===== src/etcc_pkg.sv =====
// package for the elapsed time capture counter: widths, selector codes, timing
// assumes a single 100 MHz mclk domain; pins arrive asynchronous to it
package etcc_pkg;
  // ----------------------------------------
  // widths and selector codes
  // ----------------------------------------
  localparam int ETCC_CNT_W = 40;
  localparam logic [5:0] ETCC_PIN_FUNC_TRIG = 6'h27;  // pin function code for trigger
  localparam logic ETCC_VCO_THIRD = 1'b0;
  localparam logic ETCC_VCO_SECOND = 1'b1;
  localparam logic ETCC_TRIG_PIN = 1'b1;
  localparam logic ETCC_TRIG_SPI = 1'b0;
  localparam int ETCC_DIV_THIRD = 8;
  localparam int ETCC_DIV_SECOND = 20;
  localparam int ETCC_DIV_W = 5;
  localparam logic [ETCC_CNT_W-1:0] ETCC_CNT_RST = 40'h00_0000_0000;
  // ----------------------------------------
  // timing
  // ----------------------------------------
  localparam int ETCC_CLK_PERIOD_PS = 10000;
  localparam int ETCC_REARM_TIME_NS = 1000;
  localparam int ETCC_REARM_CYC = (ETCC_REARM_TIME_NS * 1000) / ETCC_CLK_PERIOD_PS;
  typedef enum {ETCC_ARMED, ETCC_LOCKED} etcc_state_type;
endpackage


===== src/etcc_tick_if.sv =====
// interface carrying the counter tick from the divider to the counter core
// assumes both ends share mclk
interface etcc_tick_if;
  logic tick;
  modport src (output tick);
  modport dst (input tick);
endinterface


===== src/etcc_divider.sv =====
// vco tick divider: one tick every 8 or 20 vco reference ticks
// assumes vco_tick is a single-cycle pulse already in the mclk domain
module etcc_divider
  import etcc_pkg::*;
(
  input wire logic mclk,
  input wire logic resetn,
  input wire logic run,
  input wire logic vco_sel,
  input wire logic vco_third_tick,
  input wire logic vco_second_tick,
  etcc_tick_if.src tk
);
  logic [ETCC_DIV_W-1:0] div_q;
  logic src_tick;
  logic [ETCC_DIV_W-1:0] last;

  // ----------------------------------------
  // source pick and terminal count
  // ----------------------------------------
  // one select drives both source and ratio so they can never disagree
  always_comb begin
    src_tick = (vco_sel == ETCC_VCO_SECOND) ? vco_second_tick : vco_third_tick;
    last = (vco_sel == ETCC_VCO_SECOND) ? ETCC_DIV_W'(ETCC_DIV_SECOND - 1)
                                        : ETCC_DIV_W'(ETCC_DIV_THIRD - 1);
  end

  // prescaler held clear while the counter is disabled so phase restarts too
  always_ff @(posedge mclk or negedge resetn) begin
    if (!resetn) begin
      div_q <= '0;
    end else if (!run) begin
      div_q <= '0;
    end else if (src_tick) begin
      div_q <= (div_q >= last) ? '0 : div_q + 1'b1;
    end
  end

  assign tk.tick = run && src_tick && (div_q >= last);
endmodule


===== src/etcc_core.sv =====
// elapsed time capture counter: 40-bit free counter, trigger capture, lock
// assumes spi read strobes come from the register slave on mclk; pins are async
// Functional notes
// - pin set to trigger function captures counter on chosen-polarity edge
// - after pin capture, ignore edges until low byte read; the lock also clears when enable is low or clear control is high
// - select 0 counts third vco divided by eight
// - trigger select 1 means pin, 0 means chip select
// - clear control 0 gives normal counting
// - spi mode captures on chip select falling edge
// - counter increments and wraps from maximum to zero
// - enable low holds counter at zero; starts from zero
// - vco select also steers reference validation vco
// - counter clock is third vco /8 or second vco /20
// - select 1 picks second vco
// - spi mode: after msb read, no recapture until lsb read; the lock also clears when enable is low or clear control is high
// - capture readable as 40 bits over byte registers
module etcc_core
  import etcc_pkg::*;
#(
  parameter int CNT_W = ETCC_CNT_W
) (
  input wire logic mclk,
  input wire logic resetn,
  input wire logic counter_enable_bit,
  input wire logic counter_clear_control,
  input wire logic counter_vco_source_select,
  input wire logic trigger_source_select,
  input wire logic [5:0] pin_function_select,
  input wire logic pin_polarity_invert,
  input wire logic trig_pin,
  input wire logic spi_chip_select_n,
  input wire logic vco_third_tick,
  input wire logic vco_second_tick,
  input wire logic rd_lsb_stb,
  input wire logic rd_msb_stb,
  input wire logic [2:0] rd_byte_sel,
  output logic [7:0] rd_byte,
  output logic [CNT_W-1:0] capture_value_field,
  output logic capture_locked,
  output logic validation_vco_select
);
  etcc_tick_if tk();
  logic [CNT_W-1:0] cnt_q;
  logic [2:0] pin_sync_q;
  logic [2:0] cs_sync_q;
  logic pin_lvl_q;
  logic cs_lvl_q;
  logic pin_edge;
  logic cs_fall;
  logic run;
  logic cap;
  etcc_state_type st_q;

  // ----------------------------------------
  // counter
  // ----------------------------------------
  assign run = counter_enable_bit && !counter_clear_control;
  assign validation_vco_select = counter_vco_source_select;

  etcc_divider u_div (
    .mclk(mclk),
    .resetn(resetn),
    .run(run),
    .vco_sel(counter_vco_source_select),
    .vco_third_tick(vco_third_tick),
    .vco_second_tick(vco_second_tick),
    .tk(tk)
  );

  // natural 40-bit overflow gives the wrap without a compare
  always_ff @(posedge mclk or negedge resetn) begin
    if (!resetn) begin
      cnt_q <= CNT_W'(ETCC_CNT_RST);
    end else if (!run) begin
      cnt_q <= CNT_W'(ETCC_CNT_RST);
    end else if (tk.tick) begin
      cnt_q <= cnt_q + 1'b1;
    end
  end

  // ----------------------------------------
  // trigger synchronisers
  // ----------------------------------------
  // three stages; change counts when stages two and three agree
  always_ff @(posedge mclk or negedge resetn) begin
    if (!resetn) begin
      pin_sync_q <= '0;
      cs_sync_q <= 3'h7;
      pin_lvl_q <= 1'b0;
      cs_lvl_q <= 1'b1;
    end else begin
      pin_sync_q <= {pin_sync_q[1:0], trig_pin ^ pin_polarity_invert};
      cs_sync_q <= {cs_sync_q[1:0], spi_chip_select_n};
      if (pin_sync_q[1] == pin_sync_q[2]) begin
        pin_lvl_q <= pin_sync_q[2];
      end
      if (cs_sync_q[1] == cs_sync_q[2]) begin
        cs_lvl_q <= cs_sync_q[2];
      end
    end
  end

  assign pin_edge = (pin_sync_q[1] == pin_sync_q[2]) && pin_sync_q[2] && !pin_lvl_q;
  assign cs_fall = (cs_sync_q[1] == cs_sync_q[2]) && !cs_sync_q[2] && cs_lvl_q;

  // ----------------------------------------
  // capture and lock
  // ----------------------------------------
  always_comb begin
    if (trigger_source_select == ETCC_TRIG_PIN) begin
      cap = run && pin_edge && (pin_function_select == ETCC_PIN_FUNC_TRIG)
            && (st_q == ETCC_ARMED);
    end else begin
      cap = run && cs_fall && (st_q == ETCC_ARMED);
    end
  end

  always_ff @(posedge mclk or negedge resetn) begin
    if (!resetn) begin
      capture_value_field <= '0;
    end else if (cap) begin
      capture_value_field <= cnt_q;
    end
  end

  // pin mode locks on capture; spi mode locks on msb read. an lsb read rearms,
  // and a trigger edge or msb read in that same cycle is ignored since st_q is still locked
  always_ff @(posedge mclk or negedge resetn) begin
    if (!resetn) begin
      st_q <= ETCC_ARMED;
    end else begin
      unique case (st_q)
        ETCC_ARMED: begin
          if (trigger_source_select == ETCC_TRIG_PIN && cap) begin
            st_q <= ETCC_LOCKED;
          end else if (trigger_source_select == ETCC_TRIG_SPI && rd_msb_stb) begin
            st_q <= ETCC_LOCKED;
          end
        end
        ETCC_LOCKED: begin
          if (rd_lsb_stb || !run) begin
            st_q <= ETCC_ARMED;
          end
        end
      endcase
    end
  end

  assign capture_locked = (st_q == ETCC_LOCKED);

  // ----------------------------------------
  // byte read port
  // ----------------------------------------
  // byte view of the held field; it only changes on cap, never mid-read
  always_ff @(posedge mclk or negedge resetn) begin
    if (!resetn) begin
      rd_byte <= 8'h00;
    end else begin
      rd_byte <= (rd_byte_sel < 3'h5) ? capture_value_field[rd_byte_sel*8 +: 8] : 8'h00;
    end
  end

  // ----------------------------------------
  // checks
  // ----------------------------------------
  property p_wrap;
    @(posedge mclk) disable iff (!resetn)
      (run && tk.tick && &cnt_q) |=> (cnt_q == '0);
  endproperty
  a_wrap: assert property (p_wrap) else $error("counter did not wrap");

  property p_hold_zero;
    @(posedge mclk) disable iff (!resetn)
      !counter_enable_bit |=> (cnt_q == '0);
  endproperty
  a_hold_zero: assert property (p_hold_zero) else $error("counter not zero");

  property p_pin_lock;
    @(posedge mclk) disable iff (!resetn)
      (capture_locked && trigger_source_select && !rd_lsb_stb && run)
        |=> $stable(capture_value_field);
  endproperty
  a_pin_lock: assert property (p_pin_lock) else $error("capture changed while locked");

  property p_pin_cap;
    @(posedge mclk) disable iff (!resetn)
      (trigger_source_select && pin_edge && run && !capture_locked
       && pin_function_select == ETCC_PIN_FUNC_TRIG)
        |=> (capture_value_field == $past(cnt_q)) && capture_locked;
  endproperty
  a_pin_cap: assert property (p_pin_cap) else $error("pin edge missed");

  property p_spi_cap;
    @(posedge mclk) disable iff (!resetn)
      (!trigger_source_select && cs_fall && run && !capture_locked)
        |=> (capture_value_field == $past(cnt_q));
  endproperty
  a_spi_cap: assert property (p_spi_cap) else $error("cs fall missed");

  property p_msb_lock;
    @(posedge mclk) disable iff (!resetn)
      (!trigger_source_select && rd_msb_stb && !capture_locked) |=> capture_locked;
  endproperty
  a_msb_lock: assert property (p_msb_lock) else $error("msb read did not lock");

  property p_div8;
    @(posedge mclk) disable iff (!resetn)
      (tk.tick && !counter_vco_source_select && run) |-> (u_div.div_q == 5'h07);
  endproperty
  a_div8: assert property (p_div8) else $error("third vco ratio wrong");

  property p_div20;
    @(posedge mclk) disable iff (!resetn)
      (tk.tick && counter_vco_source_select && run) |-> (u_div.div_q == 5'h13);
  endproperty
  a_div20: assert property (p_div20) else $error("second vco ratio wrong");
endmodule


===== config.mk =====
export PLATFORM = sky130hd
export DESIGN_NAME = etcc_core
export DESIGN_NICKNAME = d
export VERILOG_FILES = /design/src/etcc_pkg.sv /design/src/etcc_tick_if.sv /design/src/etcc_divider.sv /design/src/etcc_core.sv
export SDC_FILE = /design/constraint.sdc
export NUM_CORES = 1
export LEC_CHECK = 0
export ABC_CLOCK_PERIOD_IN_PS = 4900
export BUFFER_PORTS_ARGS = -buffer_cell sky130_fd_sc_hd__buf_4
export CAP_MARGIN = 20
export CORE_MARGIN = 2
export CORE_UTILIZATION = 28
export CTS_CLUSTER_DIAMETER = 100
export DETAILED_ROUTE_END_ITERATION = 10
export PLACE_DENSITY = 0.53
export SETUP_SLACK_MARGIN = 0.4
export SYNTH_ARGS = -nofsm -noshare
export SYNTH_HDL_FRONTEND = slang
export SYNTH_SLANG_ARGS = --single-unit

===== constraint.sdc =====
create_clock -name mclk -period 4.9 [get_ports mclk]
set_input_delay 0.735 -clock mclk [delete_from_list [all_inputs] [get_ports mclk]]
set_output_delay 0.735 -clock mclk [all_outputs]
set_load 0.02 [all_outputs]

Yosys cells after proc, flatten, opt, wreduce, memory -nomap -nowiden
Index checks and enable logic that the tools add are counted.
{"block": "word_totals", "ff_bits": 133, "latchBits": 0, "ram_bits": 0, "romBits": 0, "out_inout_bits": 50, "n_memories": 0}
{"block": "classes", "n_addsub": 2, "mul": 0, "n_div": 0, "n_lt_le_gt_ge": 2, "eq_ne": 9, "shift": 1, "n_mux": 13, "bitwise": 2, "n_reduce_logical": 22}
{"operator": "$mux W32", "n": 3}
{"operator": "$mux W40", "n": 2}
{"operator": "$logic_not A32 Y1", "n": 2}
{"operator": "$pmux W32 S2", "n": 1}
{"operator": "$add A40 B1 Y40 const B", "n": 1}
{"operator": "$shiftx A40 B7 Y8", "n": 1}
{"operator": "$eq A32 B1 Y1 const B", "n": 1}
{"operator": "$eq A32 B2 Y1 const B", "n": 1}
{"operator": "$mux W5", "n": 4}
{"operator": "$logic_and A1 B1 Y1", "n": 14}
{"operator": "$mux W8", "n": 1}
{"operator": "$eq A6 B6 Y1 const B", "n": 1}
{"operator": "$add A5 B1 Y5 const B", "n": 1}
{"operator": "$ge A5 B5 Y1", "n": 1}
{"operator": "$logic_not A1 Y1", "n": 4}
{"operator": "$ne A2 B2 Y1 const B", "n": 2}
{"operator": "$lt A3 B3 Y1 const B", "n": 1}
{"operator": "$ne A3 B3 Y1 const B", "n": 1}
{"operator": "$eq A1 B1 Y1", "n": 2}
{"operator": "$mux W1", "n": 2}
{"operator": "$ne A2 B1 Y1 const B", "n": 1}
{"operator": "$reduce_and A2 Y1", "n": 1}
{"operator": "$logic_or A1 B1 Y1", "n": 1}
{"operator": "$not A1 Y1", "n": 1}
{"operator": "$xor A1 B1 Y1", "n": 1}

Logic depth before layout (Yosys ltp)
Gate-level depths: netlist (run 1).
{"block": "logic_depth", "word_depth": 10, "depth_mapped": 8, "depth_no_buf": 7}

Cells and area by module
From an unflattened synthesis (run 1), not the netlist that was laid out.
{"block": "unflattened", "cells_unflattened": 417, "hier_area_um2": 4795.8}
{"module": "etcc_core", "n_inst": 1, "cells_per_inst": 377, "area_per_inst_um2": 4431.8, "seq_area_each_um2": 2432.3}
{"module": "etcc_divider", "n_inst": 1, "cells_per_inst": 40, "area_per_inst_um2": 364.1, "seq_area_each_um2": 125.1}

Worst setup path after synthesis (run 1)
No wires, ideal clock.
{"block": "synth_path", "path_kind": "in2reg", "startpoint": "input port counter_vco_source_select", "endpoint": "register cnt_q[21]", "setup_time_ns": 0.078, "t_arrival_ns": 2.221, "required_ns": 4.822, "slack_ns": 2.601, "stages": 7, "path_buffers": 0, "cell_sequence": "inv_1 > ha_1 > nand2_1 > o211ai_2 > nand3_1 > or4_1 > a21oi_1"}
{"block": "synth_via", "elab_chain_cells": 4, "elab_cells_between_ends": 6}
{"element": "from (decl)", "line_no": "etcc_core.sv:26", "rtl": "input wire logic counter_vco_source_select,"}
{"element": "$mux W5 / $mux W1 (equally long branches)", "line_no": "etcc_divider.sv:24, etcc_divider.sv:23"}
{"element": "$ge A5 B5 Y1 / $logic_and A1 B1 Y1 (equally long branches)", "line_no": "etcc_divider.sv:39", "rtl": "assign tk.tick = run && src_tick && (div_q >= last);"}
{"element": "$logic_and A1 B1 Y1 (*)", "line_no": "etcc_divider.sv:39"}
{"element": "$ne A2 B2 Y1 (no source line) (*)"}
{"element": "to (signal assigned)", "line_no": "etcc_core.sv:73", "rtl": "cnt_q <= CNT_W'(ETCC_CNT_RST);"}
{"element": "to (signal assigned)", "line_no": "etcc_core.sv:75", "rtl": "cnt_q <= CNT_W'(ETCC_CNT_RST);"}
{"element": "to (signal assigned)", "line_no": "etcc_core.sv:77", "rtl": "cnt_q <= cnt_q + 1'b1;"}
{"element": "to (decl)", "line_no": "etcc_core.sv:43", "rtl": "logic [CNT_W-1:0] cnt_q;"}
Every way passes the cells marked *; elsewhere a longest branch is shown, timed or not.
A chain may end at the register's enable or synchronous reset.

Final worst setup path (run 1)
{"block": "layout_path", "startpoint": "input port counter_vco_source_select", "endpoint": "register cnt_q[30]"}
The elaborated chain is that of the path after synthesis.

==> results of run 1 <==
cell families after synthesis:
family,Yosys count,synth area share
AND/OR/NAND/NOR,137,0.169
buffers and inverters,37,0.0297
AO/OA/AOI/OAI,67,0.0838
multiplexers,57,0.150
flip-flops,102,0.529
adder cells (fa/ha/maj),6,0.0155
XOR/XNOR,13,0.0235
path summary, 6_finish.rpt:
path / cells after the start / end / slack (ps) / from
setup / recovery: 8 / cnt_q[30] / 2260 / counter_vco_source_select
hold / removal: 0 / pin_sync_q[1] / 360 / pin_sync_q[0]
setup reg to reg: 6 / cnt_q[30] / 2380 / u_div.div_q[2]
hold reg to reg: 0 / pin_sync_q[1] / 360 / pin_sync_q[0]
max in group asynchronous: 2 / cnt_q[9] / 3360 / resetn
min in group asynchronous: 1 / rd_byte[4] / 380 / resetn
registers in the layout, indices dropped and copies added (netlist names):
register / cells
cs_sync_q: 3
rd_byte: 8
pin_lvl_q: 1
capture_value_field: 40
pin_sync_q: 3
cs_lvl_q: 1
u_div.div_q: 5
st_q: 1
cnt_q: 40
routing by layer:
metal	vias to the layer above	track usage
li1	1681	-
met1	1730	0.174
met2	62	0.210
met3	8	0.0329
met4	0	0.0417
met5	-	0
cell usage in the layout (no fill, tap or decap), types with 2 or more instances in the layout:
cell type | Yosys | final
nor3_1 | 5 | 5
mux2_2 | 42 | 42
a21oi_1 | 16 | 16
and3_1 | 2 | 2
and4_1 | 4 | 4
o21ai_0 | 26 | 26
or3_1 | 10 | 10
nand4_2 | 2 | 2
dfstp_2 | 4 | 4
o31ai_1 | 8 | 8
inv_1 | 21 | 21
clkinvlp_4 | 0 | 2
nor3b_1 | 2 | 2
nor2_1 | 18 | 18
mux2i_1 | 6 | 6
nand2b_1 | 2 | 2
ha_1 | 6 | 6
nor4_1 | 6 | 6
xnor2_1 | 8 | 8
clkbuf_16 | 0 | 9
o21a_1 | 3 | 3
o22ai_1 | 2 | 2
nand2_1 | 36 | 36
nand4b_1 | 2 | 2
nand3_1 | 23 | 23
nand4_1 | 9 | 9
nor4_4 | 2 | 2
xor2_1 | 5 | 5
or4_1 | 4 | 4
bufinv_16 | 0 | 3
mux4_2 | 8 | 8
dfrtp_1 | 98 | 98
o211ai_1 | 6 | 6
buf_4 | 1 | 75
final cells by class:
class,count,share of cell area
multi-input combinational,280,0.358
tap,225,0.0472
clock inverter,7,0.0203
clock buffer,9,0.0378
sequential,102,0.429
timing repair buffer,75,0.0944
inverter,21,0.0132
power breakdown:
| group | switching (µW) | internal, µW |
|---|---|---|
| sequential | 7.59 | 855 |
| combinational | 55.2 | 35.1 |
| clock | 317 | 502 |
| total | 380 | 1390 |
worst reg2reg max path: cells and delay by family, from the launching register on:
kind	cells	cell delay, ps
and+or+nand+nor	3	1160
DFF	1	420
adders and majority gates	1	300
AOI/OAI and AO/OA	2	550
stage by stage:
stage,setup slack (ps),instances,utilization
after floorplan,2600,419,-
after global placement,2000,703,0.328
after detailed placement,1920,703,0.328
after CTS,2290,719,0.348
after global routing,2090,719,0.348
final,2260,719,0.348
==> impl_results.md, run 1 <==
* Slew Limit Fails at 0
* Placed cell area at 5620 µm²
* TNS Setup at 0 ps
* Commonest cells in the synthesized netlist: dfrtp_1 (98), mux2_2 (42), nand2_1 (36), o21ai_0 (26), nand3_1 (23)
* Delay-heaviest family, CP: simple AND/OR/NAND/NOR gates
* Post-CTS setup buffers at 0
* Die Area at 18,300 µm²
* Area Overhead vs Synth at 23.3%
* Clk slew on worst S/H paths at 70 ps
* Area leader, netlist: dfrtp_1
* Total GRT Usage at 0.131
* Sink Count at 102
* Critical-path cell list: buf_4, inv_1, ha_1, nand2_1, o211ai_2, nand3_1, or4_1, a21oi_1
* Wire per inst at 16.1 µm
* Inserted Diodes at 0
* Routed WL at 11.6 mm
* WP data required at 5160 ps
* Max VDD drop at 0.156 mV
* Seq/Total Area, Yosys at 0.529
* Flops & latches, synth at 102
* Remaining DRCs at 0
* Antenna viol nets, final at 0
* DR top layer: met4
* CP startpoint kind: input port
* Critical path's largest stage delay at 610 ps
* Largest net degree at the start of global routing at 60
* Hold Vio Cnt, Final at 0
* Hold Path Class: reg -> reg
* GP Congestion at 0.822
* Top FF cell, synth: dfrtp_1
* Layout cell share with drive strength beyond 1 at 0.320
* Worst rel slew slack at 0.379
* Number of CTS-inserted buffers at 9
* Peak Freq at 0.379 GHz
* DR WL met3 at 452 µm
* Leakage Power at 0.00270 µW
* Vias in the first global route at 3,426
* Tot Pwr at 1770 µW
* WL met1 at 5.33 mm
* Die H at 135 µm
* CP Data Arrival Time at 2890 ps
* Final Skew at 7.38 ps
* CP max-delay cell: or4_1
* Fillers at 1,685
* Port Buffers at 71
* Final setup vio count at 0
* Total nets after synthesis at 447
* Most frequent cell after synthesis: dfrtp_1
* First-pass GRT wire length at 18.4 mm
* # IOs at 72
* Synth Instances at 419
* Outcome: finished clean
* H-tree levels at 3
* Hold slack at 356 ps
* Final nets at 517
* Via density at 4.84
* FF/Latch Area at 2560 µm²
* Crit path kind: in -> reg
* Netlist Area Pre-Place at 4840 µm²
* Max Cap Violations at 0
* DR iter-0 viols at 122
* Number of flops mapped to enable cells by yosys at 0
* Fin area at 5960 µm²
* Vias at 3,481
* Top cell type's share of synthesized area at 0.507
* CTS root buf: clkbuf_16
* Worst-margin pin slew at 914 ps
* Met2 WL at 5.67 mm
* Area of the multi-input gates at 2140 µm²
* CP endpoint kind: register
* Worst-path maximum fanout at 14
* Starting Density at 0.283
* Clock period minus worst slack at 2640 ps
* Pre-antenna DRT Iters at 4
* CTS tree: built
* PwrDens at 297 nW/µm²
* CTS Buffer Depth at 2
* Synth cell types at 51
* CP bufs+invs at 2
* Async set-reset flop share out of synthesis at 1.00
* Mean Syn Cell Area at 11.5 µm²
* Core area at 17,100 µm²
* Number of hold buffers added after cts at 0
* Row cnt at 48
* RSZ-0062 raised after global routing: no
* Worst skew pair latency at 340 ps
* Synth warn at 0
* Number of gates resized after CTS at 0
* Final HPWL from detailed placement at 8.76 mm
* Period utilisation layout at 0.538
* Die Width at 135 µm
* Total gr overflow at 0
* Initial antenna violation count at 0
* Largest cells by area after synthesis: dfrtp_1 (51%), mux2_2 (9.8%), mux4_2 (3.7%)
No activity file was read; power rests on OpenSTA's default activity.
==> run 2: changes to the inputs <==
ABC_CLOCK_PERIOD_IN_PS = 2200   (was 4900)
PLACE_DENSITY = 0.55   (was 0.53)
clock period = 2.2 ns   (was 4.9 ns; I/O delays follow)
==> run 2 against run 1 <==
Against the previous run:
- combinational power rose to 2.8 times the previous value
- core utilization rose by 6.0 points
- cell count rose by 9.2%
- die area did not move
- largest cell class unchanged
- highest routed layer unchanged
==> impl_results.md, run 2 (same netlist as run 1, synthesis figures left out) <==
* Outcome: finished clean
* Row cnt at 48 (unchanged)
* Initial antenna violation count at 0 (unchanged)
* Number of CTS-inserted buffers at 9 (unchanged)
* Vias at 3,954 (+14%)
* Cells on worst reg2reg path at 8 (+2)
* # IOs at 72 (unchanged)
* Clock period minus worst slack at 2040 ps
* Final Util at 0.408 (+0.0599)
* Peak Freq at 0.491 GHz
* Final Skew at 10.6 ps (+3.21 ps)
* Area Overhead vs Synth at 44.5%
* Comb power frac at 0.067 (+0.016)
* WP data required at 2420 ps (-2740 ps)
* Remaining DRCs at 0 (unchanged)
* Inserted Diodes at 0 (unchanged)
* Routed WL at 14.1 mm (+22%)
* Final HPWL from detailed placement at 9.24 mm (+5.5%)
* Port Buffers at 71 (unchanged)
* Hold slack at 84.4 ps (-272 ps)
* Largest net degree at the start of global routing at 43 (-28%)
* Total GRT Usage at 0.153 (+0.0224)
* CTS Buffer Depth at 2 (unchanged)
* Vias in the first global route at 4,002 (+17%)
* Hold Vio Cnt, Final at 0 (unchanged)
* GP Congestion at 0.832 (+1.2%)
* Final setup vio count at 0 (unchanged)
* Crit path kind: reg -> reg
* Clk slew on worst S/H paths at 70 ps (about the same)
* CTS tree: built
* Final non-filler cell total at 785 (+9.2%)
* Leakage Power at 0.00323 µW (+20%)
* Clock power share at 0.430 (-0.032)
* Total gr overflow at 0 (unchanged)
* Worst rel slew slack at 0.460 (+0.0808)
* CTS root buf: clkbuf_16
* First-pass GRT wire length at 21.6 mm (+18%)
* Inst Count DP at 723 (+2.8%)
* Worst skew pair latency at 350 ps (about the same)
* Antenna viol nets, final at 0 (unchanged)
* Die Area at 18,300 µm² (unchanged)
* Commonest non-fill, non-tap cell in the layout: buf_4
* Tot Pwr at 3820 µW (+120%)
* Worst hold stages at 1 (+1)
* Pre-antenna DRT Iters at 4 (unchanged)
* CP endpoint kind: register
* Net switching power figure at 884 µW (+130%)
* Die H at 135 µm (unchanged)
* Top flop regs: capture_value_field (40), cnt_q (40), rd_byte (8)
* Fillers at 1,639 (-2.7%)
* Starting Density at 0.283 (unchanged)
* Max VDD drop at 0.339 mV (+120%)
* DR iter-0 viols at 296 (+140%)
* Slew Limit Fails at 0 (unchanged)
* Sink Count at 102 (unchanged)
* Internal power at 2940 µW (+110%)
* Max Cap Violations at 0 (unchanged)
* Via density at 5.04 (+4.0%)
* RSZ-0062 raised after global routing: yes
* Period utilisation layout at 0.925
* Commonest cells after routing, fill and taps aside: buf_4 (124), dfrtp_1 (88), nand2_1 (33), mux2_2 (32), inv_1 (21)
* Core area at 17,100 µm² (unchanged)
* Flop pwr share at 0.503 (+0.016)
* Sw Ratio at 0.231 (+0.0167)
* CP Data Arrival Time at 2260 ps (-630 ps)
* H-tree levels at 3 (unchanged)
* PwrDens at 547 nW/µm² (+84%)
* Layout cell share with drive strength beyond 1 at 0.489 (+0.169)
* CP startpoint kind: register
* TNS Setup at 0 ps (unchanged)
* Wire per inst at 18.0 µm (+12%)
* Worst-path maximum fanout at 7 (-7)
* Hold Path Class: in -> reg
* Worst-margin pin slew at 795 ps (-119 ps)
* Die Width at 135 µm (unchanged)
* Final nets at 583 (+13%)
run 2: cell count changes in the layout (fill, tap and decap cells not counted), moves of 5 or more:
cell / before / now
buf_4: 75 / 124
dfrtp_1: 98 / 88
dfrtp_2: 0 / 10
mux2_2: 42 / 32
mux2_4: 0 / 10
o21ai_0: 26 / 19
a21oi_1: 16 / 10
buf_6: 0 / 6
ha_1: 6 / 0
nor4_1: 6 / 0
a21oi_2: 0 / 5
nand3_4: 0 / 5
nor4_4: 2 / 7
run 2: metal layers:
metal,routed length [µm],vias up,GRT usage
met5,0,-,0
met4,189,0,0.0457
met3,812,19,0.0292
met2,7260,115,0.254
met1,5850,2015,0.205
li1,-,1805,-
run 2: layout make-up:
| class | instances | area (µm²) | share of cell area |
|---|---|---|---|
| Sequential cell | 102 | 2570 | 0.368 |
| Multi-Input combinational cell | 282 | 2560 | 0.366 |
| Timing Repair Buffer | 139 | 1200 | 0.171 |
| Inverter | 21 | 78.8 | 0.0113 |
| Clock inverter | 6 | 68.8 | 0.00984 |
| Tap cell | 225 | 282 | 0.0403 |
| Clock buffer | 10 | 239 | 0.0342 |
run 2: worst paths after layout:
kind	start	to	slack (ps)
setup / recovery	u_div.div_q[2]	cnt_q[31]	160
hold / removal	spi_chip_select_n	cs_sync_q[0]	80
setup reg to reg	u_div.div_q[2]	cnt_q[31]	160
hold reg to reg	pin_sync_q[0]	pin_sync_q[1]	350
max in group asynchronous	resetn	cs_sync_q[0]	1170
min in group asynchronous	resetn	capture_value_field[4]	400
run 2: stage by stage:
step	setup WS [ps]	area, µm²
final	164	6990
after CTS	271	6680
after detailed placement	43.4	5860
after floorplan	369	4930
after global routing	133	6990
after global placement	97.2	5860
run 2: timing repair:
item,in CTS,in global routing
buffers inserted,24,15
cloned,5,1
hold buffers,1,0
hold endpoints to repair,15,0
pin swaps,24,30
resized for setup,43,44
endpoints found under the setup margin,77,80
run 2: critical path, stage by stage, from the launching register on:
cell and delay (ps):
dfrtp_1 420, ha_4 290, nand2_4 60, o211ai_4 200, buf_12 150, nand4_4 150, buf_6 190, o31ai_1 330
a21oi_2 100
run 2: power by group through the flow:
stage	Combinational, µW	Clock [µW]	Sequential [µW]
floorplan	87.1	0	1970
global placement	219	0	1960
detailed placement	223	0	1960
CTS	246	1670	1920
global route	280	1760	1930
finish	257	1640	1920
